--- config.mk ---
export PLATFORM = sky130hd
export DESIGN_NAME = nopg_top
export DESIGN_NICKNAME = d
export VERILOG_FILES = /design/src/nopg_pkg.sv /design/src/nopg_top.sv
export SDC_FILE = /design/constraint.sdc
export NUM_CORES = 1
export LEC_CHECK = 0
export BUFFER_PORTS_ARGS = -buffer_cell sky130_fd_sc_hd__clkbuf_2
export CORE_MARGIN = 3
export CORE_UTILIZATION = 30
export CTS_BUF_LIST = sky130_fd_sc_hd__clkbuf_8
export DETAILED_ROUTE_END_ITERATION = 7
export HOLD_SLACK_MARGIN = 0.12
export MAX_ROUTING_LAYER = met4
export PLACE_DENSITY = 0.42
export SLEW_MARGIN = 40
export SYNTH_ARGS = -nofsm -noshare
export SYNTH_HDL_FRONTEND = slang
export SYNTH_SLANG_ARGS = --single-unit
--- constraint.sdc ---
create_clock -name ref_clk -period 43.8 [get_ports ref_clk]
set_clock_uncertainty 0.15 [all_clocks]
set_input_delay 8.76 -clock ref_clk [delete_from_list [all_inputs] [get_ports ref_clk]]
set_output_delay 8.76 -clock ref_clk [all_outputs]
set_load 0.1 [all_outputs]
--- src/nopg_pkg.sv ---
/*
 package of the non-overlap pulse pattern block: register map,
 field positions, reset values and timer constants.
 assumes an axi4-lite master with 32-bit data on the same clock.
*/
package nopg_pkg;
   // ----------------------------------------------------------------
   // register byte offsets
   // ----------------------------------------------------------------
   localparam logic [7:0] REG_ENABLE  = 8'h00; // next_data_enable
   localparam logic [7:0] REG_STAGED  = 8'h04; // staged_output_data
   localparam logic [7:0] REG_LATCH   = 8'h08; // output_latch
   localparam logic [7:0] REG_TRIGSEL = 8'h0c; // trigger_select_reg
   localparam logic [7:0] REG_MODE    = 8'h10; // non_overlap_select
   localparam logic [7:0] REG_TSTART  = 8'h14; // timer_start_reg
   localparam logic [7:0] REG_CMPA    = 8'h18;
   localparam logic [7:0] REG_CMPB    = 8'h1c;
   localparam logic [7:0] REG_COUNT   = 8'h20; // channel_counter
   localparam logic [7:0] REG_MSTOP   = 8'h24; // module_stop_ctrl
   localparam logic [7:0] REG_STATUS  = 8'h28;
   // ----------------------------------------------------------------
   // fields
   // ----------------------------------------------------------------
   localparam int RUN_BIT      = 0;  // counter_run_bit
   localparam int MSTOP_TMR    = 0;
   localparam int MSTOP_PAT    = 1;
   localparam int TRIGSEL_W    = 2;
   localparam int CH_COUNT     = 4;
   // ----------------------------------------------------------------
   // reset values
   // ----------------------------------------------------------------
   localparam logic [31:0] RST_ENABLE = 32'h0000_0000;
   localparam logic [31:0] RST_STAGED = 32'h0000_0000;
   localparam logic [31:0] RST_LATCH  = 32'h0000_0000;
   localparam logic [15:0] RST_CMPA   = 16'h01f3;
   localparam logic [15:0] RST_CMPB   = 16'h03e7;
   localparam logic [1:0]  RST_MSTOP  = 2'h3;
   // ----------------------------------------------------------------
   // axi responses
   // ----------------------------------------------------------------
   localparam logic [1:0]  RESP_OKAY   = 2'b00;
   localparam logic [1:0]  RESP_SLVERR = 2'b10;
   // ----------------------------------------------------------------
   // timer example period figures
   // ----------------------------------------------------------------
   localparam int CLK_MHZ       = 200;
   localparam int CMPA_US       = 20;
   localparam int CMPB_US       = 40;
   localparam int CMPA_CYCLES   = CMPA_US * CLK_MHZ;
   localparam int CMPB_CYCLES   = CMPB_US * CLK_MHZ;
   typedef enum logic [1:0] {
      NOPG_W_IDLE = 2'b00,
      NOPG_W_RESP = 2'b01
   } nopg_wst_t;
endpackage

--- src/nopg_top.sv ---
/*
 non-overlap pulse pattern output: eight 4-bit groups with staged data,
 output latch, four compare timers shared by the groups and axi4-lite registers.
 assumes a single 200 mhz clock; axi master follows the standard protocol.
*/
`timescale 1ns/1ps
module nopg_top
#(
   parameter int GROUPS = 8
)(
   input  wire logic        ref_clk,
   input  wire logic        sys_rst,
   input  wire logic [7:0]  s_axi_awaddr,
   input  wire logic        s_axi_awvalid,
   output logic             s_axi_awready,
   input  wire logic [31:0] s_axi_wdata,
   input  wire logic [3:0]  s_axi_wstrb,
   input  wire logic        s_axi_wvalid,
   output logic             s_axi_wready,
   output logic [1:0]       s_axi_bresp,
   output logic             s_axi_bvalid,
   input  wire logic        s_axi_bready,
   input  wire logic [7:0]  s_axi_araddr,
   input  wire logic        s_axi_arvalid,
   output logic             s_axi_arready,
   output logic [31:0]      s_axi_rdata,
   output logic [1:0]       s_axi_rresp,
   output logic             s_axi_rvalid,
   input  wire logic        s_axi_rready,
   output logic [31:0]      pattern_out,
   output logic [31:0]      pattern_oe,
   output logic [3:0]       compare_a_request
);
   import nopg_pkg::*;
   if (GROUPS != 8) $error("only eight groups supported");
   // ----------------------------------------------------------------
   // registers
   // ----------------------------------------------------------------
   logic [31:0] enable_q, enable_d, staged_q, staged_d, latch_q, latch_d;
   logic [15:0] trigsel_q, trigsel_d;
   logic [7:0]  nov_q, nov_d;
   logic [3:0]  run_q, run_d;
   logic [1:0]  mstop_q, mstop_d;
   logic [15:0] cmpa_q [CH_COUNT], cmpa_d [CH_COUNT];
   logic [15:0] cmpb_q [CH_COUNT], cmpb_d [CH_COUNT];
   logic [15:0] cnt_q  [CH_COUNT], cnt_d  [CH_COUNT];
   logic [3:0]  ev_a, ev_b, req_d, seen_a_q, seen_a_d;
   logic        awr_q, awr_d, wr_q, wr_d, bv_q, bv_d, rv_q, rv_d, do_wr, wr_ok;
   logic [7:0]  awa_q, awa_d;
   logic [31:0] wd_q, wd_d;
   logic [3:0]  ws_q, ws_d;
   logic [1:0]  br_q, br_d, rr_q, rr_d;
   logic [31:0] rd_q, rd_d;
   function automatic logic [31:0] merge(input logic [31:0] old,
                                         input logic [31:0] nw,
                                         input logic [3:0]  st);
      logic [31:0] r;
      r = old;
      for (int i = 0; i < 4; i++) begin
         if (st[i]) r[8*i +: 8] = nw[8*i +: 8];
      end
      return r;
   endfunction
   function automatic logic map_ok(input logic [7:0] a);
      map_ok = (a[1:0] == 2'b00) && (a <= REG_STATUS);
   endfunction
   // ----------------------------------------------------------------
   // axi write and read channels
   // ----------------------------------------------------------------
   always_comb begin
      awr_d = awr_q;
      awa_d = awa_q;
      wr_d  = wr_q;
      wd_d  = wd_q;
      ws_d  = ws_q;
      bv_d  = bv_q;
      br_d  = br_q;
      do_wr = 1'b0;
      wr_ok = 1'b0;
      if (s_axi_awvalid && !awr_q) begin
         awr_d = 1'b1;
         awa_d = s_axi_awaddr;
      end
      if (s_axi_wvalid && !wr_q) begin
         wr_d = 1'b1;
         wd_d = s_axi_wdata;
         ws_d = s_axi_wstrb;
      end
      if (awr_q && wr_q && !bv_q) begin
         do_wr = 1'b1;
         wr_ok = map_ok(awa_q);
         bv_d  = 1'b1;
         br_d  = wr_ok ? RESP_OKAY : RESP_SLVERR;
         awr_d = 1'b0;
         wr_d  = 1'b0;
      end
      if (bv_q && s_axi_bready) bv_d = 1'b0;
   end
   always_comb begin
      rv_d = rv_q;
      rd_d = rd_q;
      rr_d = rr_q;
      if (rv_q && s_axi_rready) rv_d = 1'b0;
      if (s_axi_arvalid && !rv_q) begin
         rv_d = 1'b1;
         rr_d = map_ok(s_axi_araddr) ? RESP_OKAY : RESP_SLVERR;
         unique case (s_axi_araddr)
            REG_ENABLE:  rd_d = enable_q;
            REG_STAGED:  rd_d = staged_q;
            REG_LATCH:   rd_d = latch_q;
            REG_TRIGSEL: rd_d = {16'h0000, trigsel_q};
            REG_MODE:    rd_d = {24'h000000, nov_q};
            REG_TSTART:  rd_d = {28'h0000000, run_q};
            REG_CMPA:    rd_d = {cmpa_q[1], cmpa_q[0]};
            REG_CMPB:    rd_d = {cmpb_q[1], cmpb_q[0]};
            REG_COUNT:   rd_d = {cnt_q[1], cnt_q[0]};
            REG_MSTOP:   rd_d = {30'h00000000, mstop_q};
            REG_STATUS:  rd_d = {28'h0000000, seen_a_q};
            default:     rd_d = 32'h0000_0000;
         endcase
      end
   end
   // ----------------------------------------------------------------
   // timer channels
   // ----------------------------------------------------------------
   always_comb begin
      for (int c = 0; c < CH_COUNT; c++) begin
         cnt_d[c] = cnt_q[c];
         ev_a[c]  = 1'b0;
         ev_b[c]  = 1'b0;
         if (run_q[c] && !mstop_q[MSTOP_TMR]) begin
            ev_a[c] = (cnt_q[c] == cmpa_q[c]);
            ev_b[c] = (cnt_q[c] == cmpb_q[c]);
            cnt_d[c] = ev_b[c] ? 16'h0000 : cnt_q[c] + 16'h0001;
         end
      end
      req_d    = ev_a;
      seen_a_d = seen_a_q | ev_a;
      if (do_wr && wr_ok && awa_q == REG_STATUS) begin
         seen_a_d = (seen_a_q & ~wd_q[3:0]) | ev_a;
      end
   end
   // ----------------------------------------------------------------
   // pattern groups
   // ----------------------------------------------------------------
   always_comb begin
      logic [1:0] s;
      logic       ga, gb;
      s  = 2'b00;
      ga = 1'b0;
      gb = 1'b0;
      latch_d = latch_q;
      // triggers use staged_q before any same-cycle write
      for (int g = 0; g < 8; g++) begin
         s  = trigsel_q[2*g +: 2];
         ga = ev_a[s];
         gb = ev_b[s];
         for (int b = 0; b < 4; b++) begin
            if (!mstop_q[MSTOP_PAT] && enable_q[4*g+b]) begin
               if (nov_q[g]) begin
                  if (ga) latch_d[4*g+b] = staged_q[4*g+b];
                  else if (gb && !staged_q[4*g+b])
                     latch_d[4*g+b] = 1'b0;
               end else if (ga || gb) begin
                  latch_d[4*g+b] = staged_q[4*g+b];
               end
            end
         end
      end
      enable_d  = enable_q;
      staged_d  = staged_q;
      trigsel_d = trigsel_q;
      nov_d     = nov_q;
      run_d     = run_q;
      mstop_d   = mstop_q;
      for (int c = 0; c < CH_COUNT; c++) begin
         cmpa_d[c] = cmpa_q[c];
         cmpb_d[c] = cmpb_q[c];
      end
      if (do_wr && wr_ok) begin
         unique case (awa_q)
            REG_ENABLE:  enable_d = merge(enable_q, wd_q, ws_q);
            REG_STAGED:  staged_d = merge(staged_q, wd_q, ws_q);
            REG_LATCH:   latch_d  = merge(latch_q, wd_q, ws_q);
            REG_TRIGSEL: trigsel_d = wd_q[15:0];
            REG_MODE:    nov_d = wd_q[7:0];
            REG_TSTART:  run_d = wd_q[3:0];
            REG_CMPA:    cmpa_d[wd_q[31:30]] = wd_q[15:0];
            REG_CMPB:    cmpb_d[wd_q[31:30]] = wd_q[15:0];
            REG_MSTOP:   mstop_d = wd_q[1:0];
            default:     ;
         endcase
      end
   end
   // ----------------------------------------------------------------
   // state registers
   // ----------------------------------------------------------------
   always_ff @(posedge ref_clk or posedge sys_rst) begin
      if (sys_rst) begin
         enable_q  <= RST_ENABLE;
         staged_q  <= RST_STAGED;
         latch_q   <= RST_LATCH;
         trigsel_q <= 16'h0000;
         nov_q     <= 8'h00;
         run_q     <= 4'h0;
         mstop_q   <= RST_MSTOP;
         seen_a_q  <= 4'h0;
         for (int c = 0; c < CH_COUNT; c++) begin
            cmpa_q[c] <= RST_CMPA;
            cmpb_q[c] <= RST_CMPB;
            cnt_q[c]  <= 16'h0000;
         end
         awr_q <= 1'b0;
         awa_q <= 8'h00;
         wr_q  <= 1'b0;
         wd_q  <= 32'h0000_0000;
         ws_q  <= 4'h0;
         bv_q  <= 1'b0;
         br_q  <= 2'b00;
         rv_q  <= 1'b0;
         rd_q  <= 32'h0000_0000;
         rr_q  <= 2'b00;
         s_axi_awready <= 1'b1;
         s_axi_wready  <= 1'b1;
         s_axi_arready <= 1'b1;
         compare_a_request <= 4'h0;
         pattern_out <= 32'h0000_0000;
         pattern_oe  <= 32'h0000_0000;
      end else begin
         enable_q  <= enable_d;
         staged_q  <= staged_d;
         latch_q   <= latch_d;
         trigsel_q <= trigsel_d;
         nov_q     <= nov_d;
         run_q     <= run_d;
         mstop_q   <= mstop_d;
         seen_a_q  <= seen_a_d;
         cmpa_q    <= cmpa_d;
         cmpb_q    <= cmpb_d;
         cnt_q     <= cnt_d;
         awr_q <= awr_d;
         awa_q <= awa_d;
         wr_q  <= wr_d;
         wd_q  <= wd_d;
         ws_q  <= ws_d;
         bv_q  <= bv_d;
         br_q  <= br_d;
         rv_q  <= rv_d;
         rd_q  <= rd_d;
         rr_q  <= rr_d;
         s_axi_awready <= !awr_d;
         s_axi_wready  <= !wr_d;
         s_axi_arready <= !rv_d;
         compare_a_request <= req_d;
         pattern_out <= latch_d;
         pattern_oe  <= enable_d;
      end
   end
   assign s_axi_bvalid  = bv_q;
   assign s_axi_bresp   = br_q;
   assign s_axi_rvalid  = rv_q;
   assign s_axi_rdata   = rd_q;
   assign s_axi_rresp   = rr_q;
   // ----------------------------------------------------------------
   // assertions
   // ----------------------------------------------------------------
   property p_pin_follows_latch;
      @(posedge ref_clk) disable iff (sys_rst) pattern_out == latch_q;
   endproperty
   a_pin_follows_latch: assert property (p_pin_follows_latch)
      else $error("pin differs from latch");
   property p_oe_follows_enable;
      @(posedge ref_clk) disable iff (sys_rst) pattern_oe == enable_q;
   endproperty
   a_oe_follows_enable: assert property (p_oe_follows_enable)
      else $error("enable differs from oe");
   property p_disabled_hold;
      @(posedge ref_clk) disable iff (sys_rst)
         !(do_wr && awa_q == REG_LATCH) |=>
            ((latch_q ^ $past(latch_q)) & ~$past(enable_q)) == 32'h0;
   endproperty
   a_disabled_hold: assert property (p_disabled_hold)
      else $error("disabled bit changed");
   property p_req_on_a;
      @(posedge ref_clk) disable iff (sys_rst)
         ev_a[0] |=> compare_a_request[0];
   endproperty
   a_req_on_a: assert property (p_req_on_a)
      else $error("no request after compare a");
   property p_stop_count;
      @(posedge ref_clk) disable iff (sys_rst)
         !run_q[0] |=> cnt_q[0] == $past(cnt_q[0]);
   endproperty
   a_stop_count: assert property (p_stop_count)
      else $error("counter moved while stopped");
   property p_mstop_freeze;
      @(posedge ref_clk) disable iff (sys_rst)
         mstop_q[MSTOP_TMR] |-> !ev_a[0] && !ev_b[0];
   endproperty
   a_mstop_freeze: assert property (p_mstop_freeze)
      else $error("event while timer stopped");
   property p_nov_b_no_rise;
      @(posedge ref_clk) disable iff (sys_rst)
         (nov_q[4] && !ev_a[trigsel_q[9:8]] && !do_wr) |=>
            (latch_q[19:16] & ~$past(latch_q[19:16])) == 4'h0;
   endproperty
   a_nov_b_no_rise: assert property (p_nov_b_no_rise)
      else $error("bit rose without compare a");
   property p_nov_a_copy;
      @(posedge ref_clk) disable iff (sys_rst)
         (nov_q[4] && ev_a[trigsel_q[9:8]] && enable_q[16]
          && !mstop_q[MSTOP_PAT] && !do_wr) |=>
            latch_q[16] == $past(staged_q[16]);
   endproperty
   a_nov_a_copy: assert property (p_nov_a_copy)
      else $error("compare a did not copy");
endmodule

==> results.md <==
- Area of the die: 0.0746 mm2
- Total negative setup slack: 0 ns
- Area growth syn-to-layout: 16.5%
- Final Util: 0.355
- Vias after detailed routing: 17000
- Data required time of the worst path: 44.25 ns
- Most frequent cells in the layout: sky130_fd_sc_hd__dfrtp_1 (337), sky130_fd_sc_hd__mux2_2 (253), sky130_fd_sc_hd__clkbuf_2 (167)
- Maximum Capacitance Violations: 0
- CP max FO: 22
- Leading cell type in the layout, fill and taps excluded: sky130_fd_sc_hd__dfrtp_1
- Placed insts: 2977
- Finished layout cell area: 0.0250 mm2
- Via/cell ratio: 5.45
- Width of the chip: 273 um
- Unrepaired setup endpoints after global routing: false
- First-pass DRT Iterations: 8
- Post-synth design cell area: 0.0214 mm2
- GRT Resource Usage Total: 0.223
- # clock sinks: 411
- Share of final-layout standard cells stronger than drive strength 1: 0.310
- Leakage power of the design: 0.0116 uW
- Clock root buffer master: sky130_fd_sc_hd__clkbuf_8
- Clock-pin transition on the worst setup and hold timing paths: 0.05 ns
- H-tree depth reported by CTS: 3
- Number of synthesized flops with an enable pin: 0
- PwrDens: 46.3 mW/mm2
- Max VDD drop: 0.0000519 V
- Final hold violations: 0
- Worst endpoint data arrival time: 11.32 ns
- Post-synthesis instance total: 1970
- Buffers on Ports: 165
- Distinct cell type count after synthesis: 64
- Post CTS Setup Buffer Count: 0
- Detailed-route wire length per cell: 25.9 um
- Minimum clock period after layout: 10.87 ns
- Worst Setup Path Type: in -> reg
- Post-Route WL: 81100 um
- Async set-or-reset flop fraction in the synthesized netlist: 1.00
- Maximum number of pins on one net before global-route repair: 87
- Outcome: finished, violations left
- I/O pin count: 168
- Post-detail-place hpwl: 56200 um
- Weighted congestion at the end of routability-driven global placement: 0.876
- Average cell area after synthesis: 10.9 um2
- Number of hold buffers added after cts: 0
- Violations in the final reports: design-rule violations
- Net count, final: 2184
- First-pass GRT wire length: 120000 um
- Quantity of gates resized following cts: 0
- DRT iter0 DRCs: 1397
- CTS Buf Count: 79
- Nature of the critical path endpoint: register
- Number of warning messages in the yosys log: 0
- Number of non-filler instances in the completed layout: 3129
- GRT overflow: 0
- Register area share after synthesis: 0.484
- Number of global-route vias before repair: 17500
- Antenna violation net count after detailed routing: 0
- Standard cell area after detailed placement: 0.0233 mm2
- Rel. slew slack: 0.401
- Initial standard-cell utilization of the core: 0.304
- Top flip-flop cell by instance count after synthesis: sky130_fd_sc_hd__dfrtp_1
- Crit share post-route: 0.248
- Critical path launch point type: primary input
- Worst slew pin tran: 0.896 ns
- Fill cell total of the finished layout: 7147
- Worst min path class: reg -> reg
- Residual DRC: 1
- Total number of placement rows: 97
- Core area: 0.0704 mm2
- Clock insertion delay at the later pin of the skew report: 0.70 ns
- Floorplan die height: 273 um
- Clock tree from TritonCTS: built
- #FFs+latches synth: 411
- Number of slew-limit violations in the final report: 0
- Initial antenna violation count: 7
- Final setup violation count: 0
- Minimum hold slack: 0.338 ns
- Clk buf depth: 3
- Peak Freq: 0.0920 GHz
[area by class of cell]
type / instances / area [um2] / share of cell area
Multi-Input combinational cell: 1384 / 10500 / 0.421
Sequential cell: 411 / 10400 / 0.416
Clock buffer: 100 / 1380 / 0.0552
Tap cell: 940 / 1180 / 0.0471
Timing Repair Buffer: 207 / 1150 / 0.0459
Clock inverter: 46 / 215 / 0.00862
Inverter: 38 / 150 / 0.00602
Antenna cell: 3 / 7.51 / 0.000301
[final timing paths]
check                                start               to  slack, ns  cells past startpoint
max in group asynchronous          sys_rst     enable_q[22]      33.65                      4
hold reg to reg                      awr_q    s_axi_awready       0.34                      1
min in group asynchronous          sys_rst       cmpa_q[61]       8.00                      2
setup reg to reg                  awa_q[2]       cmpb_q[61]      39.94                      8
setup / recovery           s_axi_araddr[2]  s_axi_rdata[13]      32.93                      6
hold / removal                       awr_q    s_axi_awready       0.34                      1
[per-stage QoR]
stage          total power (uW)  worst slack [ns]
2_1_floorplan               649             23.56
3_3_place_gp                768             32.31
3_5_place_dp                774             32.27
4_1_cts                    1170             32.99
5_1_grt                    1210             32.78
6_report                   1160             32.93
[sequential cells by signal (all words and copies together), names as in the netlist, 32 cells and up]
signal	cells
enable_q	32
cmpb_q	64
cnt_q	64
cmpa_q	64
latch_q	32
wd_q	32
staged_q	32
s_axi_rdata	32
[routing by layer]
| metal | track usage | part of all wire |
|---|---|---|
| met3 | 0.0348 | 0.056 |
| met5 | - | 0 |
| met4 | 0.0737 | 0.027 |
| met2 | 0.351 | 0.47 |
| met1 | 0.293 | 0.45 |
[critical path, stage by stage]
cell and delay (ns):
sky130_fd_sc_hd__clkbuf_2 0.41, sky130_fd_sc_hd__nor3_1 0.72, sky130_fd_sc_hd__a31oi_1 0.18, sky130_fd_sc_hd__a21oi_4 0.58, sky130_fd_sc_hd__buf_4 0.43, sky130_fd_sc_hd__a22o_1 0.18
[Yosys cell counts, types with 3 or more instances]
master	number	area share
sky130_fd_sc_hd__nand3b_1	8	0.0028
sky130_fd_sc_hd__nor3_1	102	0.024
sky130_fd_sc_hd__a221o_1	6	0.0028
sky130_fd_sc_hd__a222oi_1	38	0.018
sky130_fd_sc_hd__nand3_1	56	0.013
sky130_fd_sc_hd__xor2_1	105	0.043
sky130_fd_sc_hd__o311a_1	8	0.0037
sky130_fd_sc_hd__buf_4	4	0.0014
sky130_fd_sc_hd__a22o_1	32	0.013
sky130_fd_sc_hd__o22ai_1	4	0.0012
sky130_fd_sc_hd__nor4b_1	20	0.0082
sky130_fd_sc_hd__nor4_1	27	0.0079
sky130_fd_sc_hd__inv_1	38	0.0067
sky130_fd_sc_hd__a22oi_1	28	0.0098
sky130_fd_sc_hd__nor2_1	122	0.021
sky130_fd_sc_hd__a21o_1	5	0.0018
sky130_fd_sc_hd__o2bb2ai_1	3	0.0012
sky130_fd_sc_hd__xnor2_1	75	0.031
sky130_fd_sc_hd__mux2i_1	29	0.014
sky130_fd_sc_hd__a211oi_1	28	0.0098
sky130_fd_sc_hd__a221oi_1	27	0.011
sky130_fd_sc_hd__clkbuf_1	116	0.020
sky130_fd_sc_hd__or4_1	6	0.0021
sky130_fd_sc_hd__nand4_1	39	0.011
sky130_fd_sc_hd__and3_1	15	0.0044
sky130_fd_sc_hd__o211ai_1	3	0.0011
sky130_fd_sc_hd__ha_1	4	0.0023
sky130_fd_sc_hd__and2_1	11	0.0032
sky130_fd_sc_hd__nand4b_1	5	0.0020
sky130_fd_sc_hd__o311ai_0	8	0.0033
sky130_fd_sc_hd__nor2b_1	27	0.0079
sky130_fd_sc_hd__nor3b_1	15	0.0053
sky130_fd_sc_hd__buf_1	13	0.0023
sky130_fd_sc_hd__a311oi_1	19	0.0078
sky130_fd_sc_hd__nand2_1	113	0.020
sky130_fd_sc_hd__o22a_1	3	0.0012
sky130_fd_sc_hd__a21oi_1	26	0.0061
sky130_fd_sc_hd__or3_1	11	0.0032
sky130_fd_sc_hd__dfstp_2	65	0.080
sky130_fd_sc_hd__dfrtp_1	346	0.40
sky130_fd_sc_hd__and4_1	10	0.0041
sky130_fd_sc_hd__nand2b_1	35	0.010
sky130_fd_sc_hd__o21ai_0	33	0.0077
sky130_fd_sc_hd__mux2_2	253	0.13
[logic make-up (layout without fill, tap and decap cells)]
| group | Yosys count | in the layout | synth area share |
|---|---|---|---|
| buffers and inverters | 176 | 391 | 0.0327 |
| AOI/OAI and AO/OA | 279 | 279 | 0.103 |
| muxes | 282 | 282 | 0.147 |
| xor gates and xnor gates | 180 | 180 | 0.0736 |
| DFF | 411 | 411 | 0.484 |
| adders and majority gates | 4 | 4 | 0.00234 |
| and+or+nand+nor | 637 | 637 | 0.158 |
| other | 1 | 5 | 0.000175 |
[where the power goes]
group          switching, uW  internal [uW]
Sequential              99.4            419
Clock                    177            210
Combinational            177           72.7
Total                    453            702
No activity file was read; power rests on OpenSTA's default activity.
